[src/hdl/tsoi_defs.svh]
// Register offsets, field positions, reset values and timing counts.
`ifndef TSOI_DEFS_SVH
`define TSOI_DEFS_SVH
// ****************************************************************
// Register offsets (byte addresses)
// ****************************************************************
`define TSOI_OFF_CTRL 12'h000
`define TSOI_OFF_STATUS 12'h004
`define TSOI_OFF_IRQ_STAT 12'h008
`define TSOI_OFF_IRQ_MASK 12'h00C
`define TSOI_OFF_BAUD_DIV 12'h010
`define TSOI_OFF_RESULT 12'h014
// ****************************************************************
// Control register fields (self-clearing command bits)
// ****************************************************************
`define TSOI_CTRL_OUT_ON 0
`define TSOI_CTRL_OUT_OFF 1
`define TSOI_CTRL_TEST_START 2
`define TSOI_CTRL_TEST_PASS 3
`define TSOI_CTRL_TEST_FAIL 4
// ****************************************************************
// Status register fields
// ****************************************************************
`define TSOI_ST_OUTPUT 0
`define TSOI_ST_PASS 1
`define TSOI_ST_FAIL 2
`define TSOI_ST_BUSY 3
`define TSOI_ST_LOOP 4
`define TSOI_ST_RX_VALID 5
`define TSOI_ST_TX_BUSY 6
// ****************************************************************
// Interrupt event bits
// ****************************************************************
`define TSOI_EV_REFUSED 0
`define TSOI_EV_LOOP_OPEN 1
`define TSOI_EV_TEST_DONE 2
`define TSOI_EV_CMD_END 3
`define TSOI_EV_RX_ERR 4
`define TSOI_EV_WIDTH 5
// ****************************************************************
// Result register fields and reply bytes
// ****************************************************************
`define TSOI_RES_ACK 0
`define TSOI_RES_NAK 1
`define TSOI_BYTE_ACK 8'h06
`define TSOI_BYTE_NAK 8'h15
`define TSOI_BYTE_LF 8'h0A
// ****************************************************************
// Timing: 9600 baud at a 50 MHz clock
// ****************************************************************
`define TSOI_CLK_HZ 50000000
`define TSOI_BAUD 9600
`define TSOI_BAUD_DIV_RST (`TSOI_CLK_HZ / `TSOI_BAUD)
`define TSOI_DATA_BITS 8
`define TSOI_STOP_BITS 1
`endif

[src/hdl/tsoi_pkg.sv]
// Types shared by the status, output and interlock block.
package tsoi_pkg;
   typedef enum logic [1:0] {TSOI_IDLE, TSOI_START, TSOI_DATA, TSOI_STOP}
      tsoi_uart_state_t;
endpackage

[src/hdl/tsoi_top.sv]
// Output-on indicator, status contacts, interlock gate and serial reply.
//
// Notes on behaviour
// - Indicator line high exactly while output on.
// - Pass contact closes on pass, opens at start.
// - Fail contact closes on fail, opens at start.
// - Busy contact closes at start, opens when done.
// - Output stays off unless interlock loop closed.
// - Port defaults to 9600 baud, 8N1.
// - No XON/XOFF and no handshake lines.
// - Successful command answered with byte 0x06.
// - Faulty command answered with byte 0x15.
`timescale 1ns/1ps
`include "tsoi_defs.svh"
module tsoi_top #(
   parameter int DIV_W = 16,
   parameter logic [DIV_W-1:0] BAUD_DIV_RST = DIV_W'(`TSOI_BAUD_DIV_RST)
) (
   // Clock and reset.
   input wire logic clk,
   input wire logic reset_n,
   // AHB-Lite slave.
   input wire logic hsel,
   input wire logic [11:0] haddr,
   input wire logic [1:0] htrans,
   input wire logic hwrite,
   input wire logic [2:0] hsize,
   input wire logic [31:0] hwdata,
   input wire logic hready,
   output logic [31:0] hrdata,
   output logic hreadyout,
   output logic hresp,
   // Local front-panel requests, one-cycle pulses.
   input wire logic local_out_on,
   input wire logic local_out_off,
   // Interlock loop, high while the two pins are shorted.
   input wire logic interlock_closed,
   // Indicator and status contacts, high means closed.
   output logic output_on_ind,
   output logic pass_contact,
   output logic fail_contact,
   output logic busy_contact,
   // Serial port.
   input wire logic rxd,
   output logic txd,
   // Received command bytes for the command firmware.
   output logic [7:0] cmd_byte,
   output logic cmd_byte_valid,
   output logic cmd_end,
   // Interrupt.
   output logic irq
);
   // ****************************************************************
   // Bus slave
   // ****************************************************************
   logic [11:0] addr_reg;
   logic wr_reg;
   logic rd_reg;
   logic [`TSOI_EV_WIDTH-1:0] irq_stat_reg;
   logic [`TSOI_EV_WIDTH-1:0] irq_mask_reg;
   logic [DIV_W-1:0] baud_div_reg;
   logic power_on_reg;
   logic [7:0] rx_data;
   logic rx_strobe;
   logic rx_error;
   logic tx_busy;
   logic tx_start;
   logic [7:0] tx_data;
   logic reply_pend_reg;
   logic [7:0] reply_byte_reg;
   logic rx_avail_reg;
   logic [31:0] status_word;
   logic wr_ctrl;
   logic wr_result;
   logic on_req;
   logic off_req;
   logic refused;
   logic loop_drop;
   logic test_done;
   logic [`TSOI_EV_WIDTH-1:0] events;

   // Capture the address phase; every transfer finishes with no wait.
   always_ff @(posedge clk) begin
      if (!reset_n) begin
         addr_reg <= 12'h000;
         wr_reg <= 1'b0;
         rd_reg <= 1'b0;
      end else begin
         wr_reg <= hsel && hready && htrans[1] && hwrite;
         rd_reg <= hsel && hready && htrans[1] && !hwrite;
         if (hsel && hready && htrans[1]) begin
            addr_reg <= haddr;
         end
      end
   end

   assign hreadyout = 1'b1;
   assign hresp = 1'b0;
   assign wr_ctrl = wr_reg && (addr_reg == `TSOI_OFF_CTRL);
   assign wr_result = wr_reg && (addr_reg == `TSOI_OFF_RESULT);

   // Status word gathers the block's own state.
   always_comb begin
      status_word = 32'h0000_0000;
      status_word[`TSOI_ST_OUTPUT] = power_on_reg;
      status_word[`TSOI_ST_PASS] = pass_contact;
      status_word[`TSOI_ST_FAIL] = fail_contact;
      status_word[`TSOI_ST_BUSY] = busy_contact;
      status_word[`TSOI_ST_LOOP] = interlock_closed;
      status_word[`TSOI_ST_RX_VALID] = rx_avail_reg;
      status_word[`TSOI_ST_TX_BUSY] = tx_busy || reply_pend_reg;
   end

   // Read data is combinational in the data phase; unmapped reads zero.
   always_comb begin
      hrdata = 32'h0000_0000;
      if (rd_reg) begin
         case (addr_reg)
            `TSOI_OFF_STATUS: hrdata = status_word;
            `TSOI_OFF_IRQ_STAT: hrdata = 32'(irq_stat_reg);
            `TSOI_OFF_IRQ_MASK: hrdata = 32'(irq_mask_reg);
            `TSOI_OFF_BAUD_DIV: hrdata = 32'(baud_div_reg);
            default: hrdata = 32'h0000_0000;
         endcase
      end
   end

   // Mask and bit period; the period resets to BAUD_DIV_RST, the 9600 baud value by default.
   always_ff @(posedge clk) begin
      if (!reset_n) begin
         irq_mask_reg <= '0;
         baud_div_reg <= BAUD_DIV_RST;
      end else if (wr_reg) begin
         if (addr_reg == `TSOI_OFF_IRQ_MASK) begin
            irq_mask_reg <= hwdata[`TSOI_EV_WIDTH-1:0];
         end
         if (addr_reg == `TSOI_OFF_BAUD_DIV && hwdata[DIV_W-1:0] > 1) begin
            baud_div_reg <= hwdata[DIV_W-1:0];
         end
      end
   end

   // ****************************************************************
   // Output control and interlock
   // ****************************************************************
   assign on_req = local_out_on || (wr_ctrl && hwdata[`TSOI_CTRL_OUT_ON]);
   assign off_req = local_out_off || (wr_ctrl && hwdata[`TSOI_CTRL_OUT_OFF]);
   assign refused = on_req && !off_req && !interlock_closed;
   assign loop_drop = power_on_reg && !interlock_closed;

   // An open loop also drops a running output, so it can never stay on.
   always_ff @(posedge clk) begin
      if (!reset_n) begin
         power_on_reg <= 1'b0;
      end else if (off_req || !interlock_closed) begin
         power_on_reg <= 1'b0;
      end else if (on_req) begin
         power_on_reg <= 1'b1;
      end
   end

   assign output_on_ind = power_on_reg;

   // ****************************************************************
   // Test status contacts
   // ****************************************************************
   assign test_done = busy_contact && wr_ctrl &&
      (hwdata[`TSOI_CTRL_TEST_PASS] || hwdata[`TSOI_CTRL_TEST_FAIL]);

   // Start clears both results in the same edge the busy contact closes,
   // so no cycle shows pass and fail together; fail beats pass if both.
   always_ff @(posedge clk) begin
      if (!reset_n) begin
         pass_contact <= 1'b0;
         fail_contact <= 1'b0;
         busy_contact <= 1'b0;
      end else if (wr_ctrl && hwdata[`TSOI_CTRL_TEST_START]) begin
         pass_contact <= 1'b0;
         fail_contact <= 1'b0;
         busy_contact <= 1'b1;
      end else if (test_done) begin
         busy_contact <= 1'b0;
         fail_contact <= hwdata[`TSOI_CTRL_TEST_FAIL];
         pass_contact <= !hwdata[`TSOI_CTRL_TEST_FAIL];
      end
   end

   // ****************************************************************
   // Serial port and reply bytes
   // ****************************************************************
   tsoi_uart #(
      .DIV_W(DIV_W)
   ) u_uart (
      .clk(clk),
      .reset_n(reset_n),
      .baud_div(baud_div_reg),
      .rxd(rxd),
      .txd(txd),
      .rx_data(rx_data),
      .rx_strobe(rx_strobe),
      .rx_error(rx_error),
      .tx_data(tx_data),
      .tx_start(tx_start),
      .tx_busy(tx_busy)
   );

   // Received bytes go straight out; a line feed marks the end.
   always_ff @(posedge clk) begin
      if (!reset_n) begin
         cmd_byte <= 8'h00;
         cmd_byte_valid <= 1'b0;
         cmd_end <= 1'b0;
         rx_avail_reg <= 1'b0;
      end else begin
         cmd_byte_valid <= rx_strobe;
         cmd_end <= rx_strobe && (rx_data == `TSOI_BYTE_LF);
         if (rx_strobe) begin
            cmd_byte <= rx_data;
         end
         if (rx_strobe && rx_data == `TSOI_BYTE_LF) begin
            rx_avail_reg <= 1'b0;
         end else if (rx_strobe) begin
            rx_avail_reg <= 1'b1;
         end
      end
   end

   // One reply is held at a time; a later result overwrites it.
   always_ff @(posedge clk) begin
      if (!reset_n) begin
         reply_pend_reg <= 1'b0;
         reply_byte_reg <= `TSOI_BYTE_ACK;
      end else if (wr_result && hwdata[`TSOI_RES_NAK]) begin
         reply_pend_reg <= 1'b1;
         reply_byte_reg <= `TSOI_BYTE_NAK;
      end else if (wr_result && hwdata[`TSOI_RES_ACK]) begin
         reply_pend_reg <= 1'b1;
         reply_byte_reg <= `TSOI_BYTE_ACK;
      end else if (tx_start) begin
         reply_pend_reg <= 1'b0;
      end
   end

   assign tx_start = reply_pend_reg && !tx_busy;
   assign tx_data = reply_byte_reg;

   // ****************************************************************
   // Interrupts
   // ****************************************************************
   always_comb begin
      events = '0;
      events[`TSOI_EV_REFUSED] = refused;
      events[`TSOI_EV_LOOP_OPEN] = loop_drop;
      events[`TSOI_EV_TEST_DONE] = test_done;
      events[`TSOI_EV_CMD_END] = rx_strobe && (rx_data == `TSOI_BYTE_LF);
      events[`TSOI_EV_RX_ERR] = rx_error;
   end

   // Write one to clear; an event in the same cycle keeps its bit set.
   always_ff @(posedge clk) begin
      if (!reset_n) begin
         irq_stat_reg <= '0;
      end else if (wr_reg && addr_reg == `TSOI_OFF_IRQ_STAT) begin
         irq_stat_reg <= (irq_stat_reg & ~hwdata[`TSOI_EV_WIDTH-1:0]) |
            events;
      end else begin
         irq_stat_reg <= irq_stat_reg | events;
      end
   end

   assign irq = |(irq_stat_reg & irq_mask_reg);
endmodule

[src/hdl/tsoi_uart.sv]
// Serial port without flow control: 8 data bits, no parity, 1 stop bit.
`timescale 1ns/1ps
`include "tsoi_defs.svh"
module tsoi_uart #(
   parameter int DIV_W = 16
) (
   // Clock and reset.
   input wire logic clk,
   input wire logic reset_n,
   // Bit period in clock cycles.
   input wire logic [DIV_W-1:0] baud_div,
   // Serial lines.
   input wire logic rxd,
   output logic txd,
   // Received byte, one-cycle strobe.
   output logic [7:0] rx_data,
   output logic rx_strobe,
   output logic rx_error,
   // Byte to send.
   input wire logic [7:0] tx_data,
   input wire logic tx_start,
   output logic tx_busy
);
   tsoi_pkg::tsoi_uart_state_t rx_state_reg;
   tsoi_pkg::tsoi_uart_state_t tx_state_reg;
   logic [DIV_W-1:0] rx_cnt_reg;
   logic [DIV_W-1:0] tx_cnt_reg;
   logic [2:0] rx_bit_reg;
   logic [2:0] tx_bit_reg;
   logic [7:0] rx_sh_reg;
   logic [7:0] tx_sh_reg;
   logic rx_meta_reg;
   logic rx_sync_reg;

   // Two flops keep the asynchronous line from upsetting the receiver.
   always_ff @(posedge clk) begin
      if (!reset_n) begin
         rx_meta_reg <= 1'b1;
         rx_sync_reg <= 1'b1;
      end else begin
         rx_meta_reg <= rxd;
         rx_sync_reg <= rx_meta_reg;
      end
   end

   // Receiver samples mid-bit; no pause is ever requested of the host.
   always_ff @(posedge clk) begin
      if (!reset_n) begin
         rx_state_reg <= tsoi_pkg::TSOI_IDLE;
         rx_cnt_reg <= '0;
         rx_bit_reg <= 3'd0;
         rx_sh_reg <= 8'h00;
         rx_data <= 8'h00;
         rx_strobe <= 1'b0;
         rx_error <= 1'b0;
      end else begin
         rx_strobe <= 1'b0;
         rx_error <= 1'b0;
         case (rx_state_reg)
            tsoi_pkg::TSOI_IDLE: begin
               rx_cnt_reg <= baud_div >> 1;
               if (!rx_sync_reg) begin
                  rx_state_reg <= tsoi_pkg::TSOI_START;
               end
            end
            tsoi_pkg::TSOI_START: begin
               if (rx_cnt_reg == '0) begin
                  rx_cnt_reg <= baud_div - 1'b1;
                  rx_bit_reg <= 3'd0;
                  // A start bit that vanished was a glitch.
                  rx_state_reg <= rx_sync_reg ? tsoi_pkg::TSOI_IDLE
                                              : tsoi_pkg::TSOI_DATA;
               end else begin
                  rx_cnt_reg <= rx_cnt_reg - 1'b1;
               end
            end
            tsoi_pkg::TSOI_DATA: begin
               if (rx_cnt_reg == '0) begin
                  rx_cnt_reg <= baud_div - 1'b1;
                  rx_sh_reg <= {rx_sync_reg, rx_sh_reg[7:1]};
                  rx_bit_reg <= rx_bit_reg + 3'd1;
                  if (rx_bit_reg == 3'd7) begin
                     rx_state_reg <= tsoi_pkg::TSOI_STOP;
                  end
               end else begin
                  rx_cnt_reg <= rx_cnt_reg - 1'b1;
               end
            end
            tsoi_pkg::TSOI_STOP: begin
               if (rx_cnt_reg == '0) begin
                  rx_state_reg <= tsoi_pkg::TSOI_IDLE;
                  if (rx_sync_reg) begin
                     rx_data <= rx_sh_reg;
                     rx_strobe <= 1'b1;
                  end else begin
                     rx_error <= 1'b1;
                  end
               end else begin
                  rx_cnt_reg <= rx_cnt_reg - 1'b1;
               end
            end
            default: rx_state_reg <= tsoi_pkg::TSOI_IDLE;
         endcase
      end
   end

   // Transmitter: start bit, eight data bits LSB first, one stop bit.
   always_ff @(posedge clk) begin
      if (!reset_n) begin
         tx_state_reg <= tsoi_pkg::TSOI_IDLE;
         tx_cnt_reg <= '0;
         tx_bit_reg <= 3'd0;
         tx_sh_reg <= 8'h00;
         txd <= 1'b1;
      end else begin
         case (tx_state_reg)
            tsoi_pkg::TSOI_IDLE: begin
               txd <= 1'b1;
               if (tx_start) begin
                  tx_sh_reg <= tx_data;
                  tx_cnt_reg <= baud_div - 1'b1;
                  txd <= 1'b0;
                  tx_state_reg <= tsoi_pkg::TSOI_START;
               end
            end
            tsoi_pkg::TSOI_START, tsoi_pkg::TSOI_DATA: begin
               if (tx_cnt_reg == '0) begin
                  tx_cnt_reg <= baud_div - 1'b1;
                  if (tx_state_reg == tsoi_pkg::TSOI_START) begin
                     tx_bit_reg <= 3'd0;
                     txd <= tx_sh_reg[0];
                     tx_state_reg <= tsoi_pkg::TSOI_DATA;
                  end else if (tx_bit_reg == 3'd7) begin
                     txd <= 1'b1;
                     tx_state_reg <= tsoi_pkg::TSOI_STOP;
                  end else begin
                     tx_bit_reg <= tx_bit_reg + 3'd1;
                     txd <= tx_sh_reg[tx_bit_reg + 3'd1];
                  end
               end else begin
                  tx_cnt_reg <= tx_cnt_reg - 1'b1;
               end
            end
            tsoi_pkg::TSOI_STOP: begin
               if (tx_cnt_reg == '0) begin
                  tx_state_reg <= tsoi_pkg::TSOI_IDLE;
               end else begin
                  tx_cnt_reg <= tx_cnt_reg - 1'b1;
               end
            end
            default: tx_state_reg <= tsoi_pkg::TSOI_IDLE;
         endcase
      end
   end

   assign tx_busy = (tx_state_reg != tsoi_pkg::TSOI_IDLE);
endmodule

[config.mk]
export PLATFORM = sky130hd
export DESIGN_NAME = tsoi_top
export DESIGN_NICKNAME = d
export VERILOG_FILES = /design/src/hdl/tsoi_pkg.sv /design/src/hdl/tsoi_top.sv /design/src/hdl/tsoi_uart.sv
export VERILOG_INCLUDE_DIRS = /design/src /design/src/hdl
export SDC_FILE = /design/constraint.sdc
export NUM_CORES = 1
export LEC_CHECK = 0
export ABC_AREA = 1
export BUFFER_PORTS_ARGS = -buffer_cell sky130_fd_sc_hd__buf_2
export CAP_MARGIN = 20
export CORE_UTILIZATION = 58
export DETAILED_ROUTE_END_ITERATION = 8
export HOLD_SLACK_MARGIN = 0.06
export MAX_ROUTING_LAYER = met4
export PLACE_DENSITY = 0.82
export SYNTH_ARGS = -nofsm -noshare
export SYNTH_HDL_FRONTEND = slang
export SYNTH_SLANG_ARGS = --single-unit
[constraint.sdc]
create_clock -name clk -period 2.2 [get_ports clk]
set_input_delay 0.22 -clock clk [delete_from_list [all_inputs] [get_ports clk]]
set_output_delay 0.22 -clock clk [all_outputs]
set_load 0.05 [all_outputs]
## Yosys cells after proc, flatten, opt, wreduce, memory -nomap -nowiden

Cells that the tools add are included.

| storage, ports and cells | value |
|---|---|
| flip-flop bits (word level) | 126 |
| output and inout bits | 50 |
| word-level logic and storage cells | 172 |

| cells by class | value |
|---|---|
| $add $sub $neg | 5 |
| magnitude comparators | 2 |
| equal/unequal tests | 26 |
| mux-type cells | 44 |
| bitwise gates (word level) | 6 |
| reduce and logical (&&, ||, !) cells | 59 |

Operator list:

| kind | count |
|---|---|
| $mux W16 | 6 |
| $pmux W16 S3 | 2 |
| $pmux W16 S4 | 1 |
| $sub A16 B1 Y16 const B | 3 |
| $logic_not A16 Y1 | 2 |
| $eq A12 B4 Y1 const B | 2 |
| $eq A12 B5 Y1 const B | 2 |
| $mux W2 | 11 |
| $logic_and A1 B1 Y1 | 20 |
| $gt A16 B1 Y1 const B | 1 |
| $mux W5 | 3 |
| $ne A2 B1 Y1 const B | 7 |
| $eq A12 B3 Y1 const B | 1 |
| $logic_not A12 Y1 | 1 |
| $mux W1 | 12 |
| $mux W3 | 4 |
| $reduce_and A2 Y1 | 6 |
| $reduce_and A3 Y1 | 4 |
| $and A5 B5 Y5 | 2 |
| $or A5 B5 Y5 | 2 |
| $reduce_bool A2 Y1 | 5 |
| $reduce_or A2 Y1 | 5 |
| $eq A2 B2 Y1 const B | 4 |
| $eq A8 B4 Y1 const B | 1 |
| other kinds (20) | 35 |

## Depth between registers and ports, before layout

Gate-level depths: netlist of the first run.

| logic depth | value |
|---|---|
| word-level depth | 9 |
| gate-level depth with buffers | 12 |

## Cells and area by module

A second synthesis of the first run with hierarchy kept.

| second synthesis, totals | value |
|---|---|
| cell total of the unflattened synthesis | 1141 |
| area total of the unflattened synthesis | 7478.4 µm² |

By module, submodules not included:

| module | times used | cells an instance | area an instance (µm²) | seq. area each (µm²) |
|---|---|---|---|---|
| tsoi_uart | 1 | 728 | 4649.5 | 1421.4 |
| tsoi_top | 1 | 413 | 2829.0 | 1161.1 |

## Worst setup path before layout of the first run

Ideal clock, no wire load.

| timing | value |
|---|---|
| path kind | flip-flop to output port |
| from | register addr_reg[0] |
| to | output hrdata[10] |
| arrival | 2005 ps |
| slack | -25 ps |
| stages on the path, launching flop included | 7 |
| path through | dfxtp_1 > nor2_4 > nand3_4 > nor2_4 > nand2_4 > buf_2 > nor3_1 |

| between the ends | value |
|---|---|
| cells in the longest elaborated chain, start to end | 3 |
| elaborated cells between the ends (all ways) | 6 |
| classes of those cells | 4 x eq/ne; 2 x mux |

RTL lines:

| item | RTL line | source |
|---|---|---|
| start, declared | tsoi_top.sv:56 | `logic [11:0] addr_reg;` |
| start signal, assigned | tsoi_top.sv:92 | `addr_reg <= haddr;` |
| $eq A12 B5 Y1, or another cell as far along | tsoi_top.sv:118 | `case (addr_reg)` |
| $pmux W16 S4 * | tsoi_top.sv:118 |  |
| $mux W16 * | tsoi_top.sv:117 | `if (rd_reg) begin` |
| end, declared | tsoi_top.sv:30 | `output logic [31:0] hrdata,` |

Mark *: on every way between the ends. The rest lies on a longest branch, timed or not.

## Final worst setup path of the first run

| timing | value |
|---|---|
| from | register addr_reg[0] |
| to | output hrdata[4] |

Same word-level chain as after synthesis.

==> results.sh, run 1 <==
export IMPL_status="finished, violations left"
export IMPL_violations="setup timing"
export IMPL_rows=39
export IMPL_clk_pin_slew_worst_paths_ns=0.06
export IMPL_hold_violations=0
export IMPL_pwr_share_seq=0.320
export IMPL_whs_endpoint="addr_reg[11]"
export IMPL_fp_coreArea_sq_um=11700
export IMPL_wirelength_mm=19.9
export IMPL_synth_area_leaders="dfxtp_1, nand2_1, nor2_1"
export IMPL_syn2layout_area_growth_pct=20.6
export IMPL_finalSetupViolations=10
export IMPL_grt_ovfl_total=0
export IMPL_synth_seq_cells=124
export IMPL_required_ns=1.98
export IMPL_endpoint_kind="output pin"
export IMPL_drc=0
export IMPL_first_pass_iters=6
export IMPL_start_kind="flop"
export IMPL_critPathTopFamily="simple AND/OR/NAND/NOR gates"
export IMPL_track_usage=0.326
export IMPL_avgViaCountPerCell=5.59
export IMPL_worstSetupPathType="flop to output pin"
export IMPL_dr_first_iter_drc_count=632
export IMPL_place_inst=1236
export IMPL_antenna_found_initial=0
export IMPL_synth_top_area_cell="dfxtp_1"
export IMPL_crit_reg2reg_launch="addr_reg[8]"
export IMPL_synth_top_cell_area_share=0.351
export IMPL_clkSinkCount=124
export IMPL_ir_drop_uv=898
export IMPL_p_int_w=0.00521
export IMPL_io_buffers=69
export IMPL_dieArea_sq_um=12700
export IMPL_yosysSeqAreaShare=0.351
export IMPL_rr_worst_depth=14
export IMPL_fin_ws_ns=-0.0896
export IMPL_finalCritPeriodShare=1.04
export IMPL_power_leakage_nw=3.81
export IMPL_synth_cell_types=46
export IMPL_grt_max_degree=32
export IMPL_cts_buffers=17
export IMPL_cp_depth=9
export IMPL_grt_pass1_vias=6609
export IMPL_grt_pass1_wl_mm=31.5
export IMPL_drv_slew=0
export IMPL_power_density_nw_per_um2=980
export IMPL_critPathBufInv=3
export IMPL_startpoint="addr_reg[0]"
export IMPL_r2r_slack_ns=0.10
export IMPL_synthFlopType="dfxtp_1"
export IMPL_rr_endpoint="irq_mask_reg[0]"
export IMPL_p_total_w=0.00837
export IMPL_holdCritStartpoint="haddr[11]"
export IMPL_power_share_clock=0.336
export IMPL_relSlewSlack=0.633
export IMPL_timing_fmax_ghz=0.437
export IMPL_postLayoutCellArea_sq_um=8540
export IMPL_clkLatencyLatePin_ns=0.43
export IMPL_final_antenna_net_count=0
export IMPL_synthesis_instances=1045
export IMPL_cts_root_buf="clkbuf_16"
export IMPL_instances_no_fill=1304
export IMPL_fin_worst_skew_ns=0.00895
export IMPL_path_max_fanout=4
export IMPL_die_y_um=112
export IMPL_finalSetupTns_ns=-0.398
export IMPL_path_cells="inv_1 -> nand2_1 -> nor3_4 -> buf_4 -> nand2_1 -> nand3_1 -> nand2_2 -> a21oi_1 -> buf_4"
export IMPL_crit_arrival_ns=2.07
export IMPL_hpwlAfterDp_mm=13.3
export IMPL_nets=1221
export IMPL_postSynth_asyncResetShare=0
export IMPL_synth_common_cells="nand2_1, nor2_1, dfxtp_1, inv_1, a21oi_1"
export IMPL_maxCapViolations=0
export IMPL_drive_above_1_share=0.190
export IMPL_rsz0062_at_grt="true"
export IMPL_fin_crit_ns=2.29
export IMPL_place_area_sq_um=7470
export IMPL_ctsLongestPathBuffers=2
export IMPL_synth_yosys_warnings=0
export IMPL_routabilityCongestion=0.996
export IMPL_yosysMostFrequentCell="nand2_1"
export IMPL_holdPathStages=3
export IMPL_worst_hold_path_type="primary input to flop"
export IMPL_start_util=0.607
export IMPL_postSynthAreaPerCell_sq_um=6.77
export IMPL_synth_edff_count=0
export IMPL_die_w_um=112
export IMPL_p_sw_frac=0.377
export IMPL_num_vias=7288
export IMPL_max_stage_delay_ns=0.33
export IMPL_htree_levels=4
export IMPL_crit_slowest_cell="dfxtp_1"
export IMPL_worstMarginPinSlew_ns=0.550
export IMPL_io_pins=108
export IMPL_comb_power_share=0.344
export IMPL_routedWlPerCell_um=15.3
export IMPL_synth_area_sq_um=7080
export IMPL_antenna_cells=0
export IMPL_cts_tree="built"
export IMPL_p_switching_w=0.00316
## power by group through the flow
stage | Sequential, W | Clock (W) | Combinational (W)
after floorplan | 0.00269 | 0 | 0.00231
after global placement | 0.00271 | 0 | 0.00268
after detailed placement | 0.00272 | 0 | 0.00274
after CTS | 0.00267 | 0.00280 | 0.00283
after global routing | 0.00271 | 0.00292 | 0.00321
final | 0.00268 | 0.00281 | 0.00288
## per-stage QoR
| stage | hold slack, ns | util | setup slack [ns] |
|---|---|---|---|
| 6_report | 0.0615 | 0.732 | -0.0896 |
| 5_1_grt | 0.0911 | 0.732 | -0.142 |
| 4_1_cts | 0.0605 | 0.715 | -0.000685 |
| 3_5_place_dp | 0.407 | 0.641 | 0.263 |
| 3_3_place_gp | 0.397 | 0.641 | 0.272 |
| 2_1_floorplan | 0.299 | - | -0.0245 |
## kinds of logic (layout without fill, tap and decap cells)
kind of cell	Yosys count	in the layout	synth area share
AO/OA/AOI/OAI	218	218	0.165
XOR/XNOR	31	31	0.0384
adder cells (fa/ha/maj)	15	15	0.0265
buffers and inverters	176	275	0.113
flip-flops	124	124	0.351
other	2	18	0.00106
AND/OR/NAND/NOR	479	480	0.306
## worst reg2reg max path, cell delays in order, from the launching register on
cell	delay [ns]
dfxtp_1	0.31
inv_2	0.08
nand4_4	0.18
nor2_4	0.17
nand4_1	0.26
inv_2	0.16
buf_4	0.12
buf_4	0.09
buf_4	0.09
buf_4	0.10
buf_4	0.09
buf_4	0.11
nand2_2	0.08
nand2_1	0.07
a21oi_1	0.07
## cells in the final DEF, fill, tap and decap left out, types with 15 or more instances in the layout
cell / instances
nand2_1: 188
nor2_1: 157
dfxtp_1: 122
inv_1: 111
a21oi_1: 86
o21ai_0: 72
buf_2: 54
nand3_1: 49
buf_4: 41
o21ai_1: 28
xor2_1: 20
conb_1: 18
clkbuf_16: 17
nor2_2: 15
ha_1: 15
## layer usage
layer,routed length [um],vias up,GRT usage
met1,8220,3321,0.394
met5,0,-,-
met2,9370,339,0.528
met4,795,0,0.157
li1,-,3552,-
met3,1520,76,0.0583
## layout make-up
| cell class | count | area (sq um) |
|---|---|---|
| well taps | 143 | 179 |
| multi-input cells | 762 | 3980 |
| flip-flops and latches | 124 | 2480 |
| repair buffers | 119 | 850 |
| clock inverters | 12 | 139 |
| fillers | 893 | 3120 |
| clock buffers | 20 | 447 |
| inverters | 124 | 467 |
## timing repair
| item | 4_1_cts | 5_1_grt |
|---|---|---|
| setup buffers | 14 | 10 |
| pin swaps | 5 | 10 |
| cloned | 0 | 1 |
| setup endpoints to repair | 10 | 17 |
| hold buffers | 11 | 0 |
| resized for setup | 26 | 37 |
| endpoints found under the hold margin | 11 | 0 |
## worst max path at each step
stage | endpoint | slack [ns]
after detailed placement | hrdata[4] | 0.26
after floorplan | hrdata[10] | -0.02
after global routing | hrdata[4] | -0.14
final | hrdata[4] | -0.09
after global placement | hrdata[4] | 0.27
after CTS | hrdata[3] | -0.0007
Note: power is estimated with default switching activity, not from simulation.
==> run 2, diff against run 1 <==
CORE_ASPECT_RATIO = 1.4   (was not set)
==> results.sh, run 2 (synthesis gave the netlist of run 1 again) <==
export IMPL_status="finished, violations left"
export IMPL_violations="setup timing"
export IMPL_seqCellArea_sq_um=2480
export IMPL_drc=0
export IMPL_final_cell_mix="nand2_1, nor2_1, dfxtp_1"
export IMPL_io_pins=108
export IMPL_whs_ns=0.0670
export IMPL_dr_first_iter_drc_count=502
export IMPL_nets=1208
export IMPL_drv_slew=0
export IMPL_power_density_nw_per_um2=995
export IMPL_timing_fmax_ghz=0.433
export IMPL_hold_violations=0
export IMPL_die_w_um=95.4
export IMPL_fillerInstances=989
export IMPL_place_ws_ns=0.237
export IMPL_cts_buffers=17
export IMPL_die_y_um=133
export IMPL_holdCritStartpoint="hwdata[7]"
export IMPL_rsz0062_at_grt="true"
export IMPL_cts_root_buf="clkbuf_16"
export IMPL_endpoint_kind="output pin"
export IMPL_track_usage=0.315
export IMPL_cts_tree="built"
export IMPL_ctsLongestPathBuffers=2
export IMPL_num_vias=7262
export IMPL_fin_crit_ns=2.31
export IMPL_drive_above_1_share=0.187
export IMPL_relSlewSlack=0.631
export IMPL_routabilityCongestion=0.973
export IMPL_path_cells="nor2_4 -> buf_4 -> buf_4 -> nand4_1 -> o22ai_1 -> nor2_1 -> nor2_1 -> buf_6"
export IMPL_path_max_fanout=4
export IMPL_maxCapViolations=0
export IMPL_finalSetupViolations=7
export IMPL_crit_arrival_ns=2.09
export IMPL_finalCritPeriodShare=1.05
export IMPL_fin_worst_skew_ns=0.0101
export IMPL_multi_input_area_sq_um=3980
export IMPL_power_leakage_nw=3.74
export IMPL_rows=47
export IMPL_worstSetupPathType="flop to output pin"
export IMPL_final_common_cell="nand2_1"
export IMPL_hpwlAfterDp_mm=12.8
export IMPL_grt_max_degree=46
export IMPL_grt_pass1_vias=6668
export IMPL_avgViaCountPerCell=5.61
export IMPL_start_util=0.596
export IMPL_worst_hold_path_type="primary input to flop"
export IMPL_critPathTopFamily="simple AND/OR/NAND/NOR gates"
export IMPL_max_stage_delay_ns=0.33
export IMPL_io_buffers=69
export IMPL_critPathBufInv=3
export IMPL_grt_pass1_wl_mm=30.4
export IMPL_grt_ovfl_total=0
export IMPL_htree_levels=4
export IMPL_startpoint="addr_reg[1]"
export IMPL_antenna_cells=0
export IMPL_crit_slowest_cell="dfxtp_2"
export IMPL_first_pass_iters=7
export IMPL_fin_ws_ns=-0.108
export IMPL_clkSinkCount=124
export IMPL_clk_pin_slew_worst_paths_ns=0.06
export IMPL_syn2layout_area_growth_pct=19.4
export IMPL_crit_reg2reg_launch="addr_reg[3]"
export IMPL_dieArea_sq_um=12700
export IMPL_p_total_w=0.00841
export IMPL_start_kind="flop"
export IMPL_worstMarginPinSlew_ns=0.552
export IMPL_antenna_found_initial=0
export IMPL_wirelength_mm=19.7
export IMPL_required_ns=1.98
export IMPL_final_antenna_net_count=0
export IMPL_clkLatencyLatePin_ns=0.41
export IMPL_ir_drop_uv=692
export IMPL_routedWlPerCell_um=15.2
export IMPL_fp_coreArea_sq_um=11900
run 2: cell types whose count changed in the layout (fill, tap and decap cells not counted), moves of 3 or more:
cell,delta
clkinv_4,+5
dlygate4sd3_1,-4
buf_4,-3
inv_6,-3
nor3_2,+3
run 2: tightest hold or removal path, delay by kind of cell:
family | cells | cell delay (ns)
AND/OR/NAND/NOR | 2 | 0.13
buffers and inverters | 1 | 0.09
run 2: final cells by class:
| cell class | count | area share |
|---|---|---|
| sequential | 124 | 0.294 |
| tap | 147 | 0.0218 |
| clock inverter | 12 | 0.0197 |
| multi-input combinational | 762 | 0.471 |
| inverter | 124 | 0.0552 |
| timing repair buffer | 106 | 0.0847 |
| clock buffer | 19 | 0.0536 |
run 2: power by group:
| group | switching [W] | internal (W) |
|---|---|---|
| registers | 0.000228 | 0.00245 |
| logic | 0.00183 | 0.000988 |
| clock network | 0.00107 | 0.00185 |
| total | 0.00312 | 0.00528 |
run 2: final timing paths:
check                             to  slack [ns]  depth (start not counted)
setup / recovery           hrdata[0]       -0.11                          8
hold / removal       baud_div_reg[7]        0.07                          3
setup reg to reg     baud_div_reg[6]        0.12                         11
hold reg to reg   u_uart.rx_sync_reg        0.42                          1
run 2: layer usage:
| layer | routed length (um) | GRT usage | up-vias | part of all wire |
|---|---|---|---|---|
| li1 | - | - | 3529 | - |
| met1 | 7460 | 0.362 | 3279 | 0.38 |
| met2 | 9940 | 0.527 | 354 | 0.50 |
| met3 | 1390 | 0.0448 | 100 | 0.071 |
| met4 | 938 | 0.158 | 0 | 0.048 |
| met5 | 0 | - | - | 0 |
run 2: stage by stage:
step	setup TNS (ns)	area [sq um]	utilization	instances
finish	-0.353	8450	0.711	1294
global route	-1.00	8450	0.711	1294
CTS	-0.0717	8210	0.691	1281
detailed placement	0	7430	0.625	1237
global placement	0	7430	0.625	1237
floorplan	-0.196	7140	-	1061
run 2: what timing repair did:
item / in CTS / in global routing
buffers inserted: 6 / 12
setup endpoints to repair: 7 / 7
gates cloned: 0 / 1
gates resized for setup: 17 / 50
endpoints found under the hold margin: 7 / 0
pin swaps: 7 / 15
hold buffers: 7 / 0
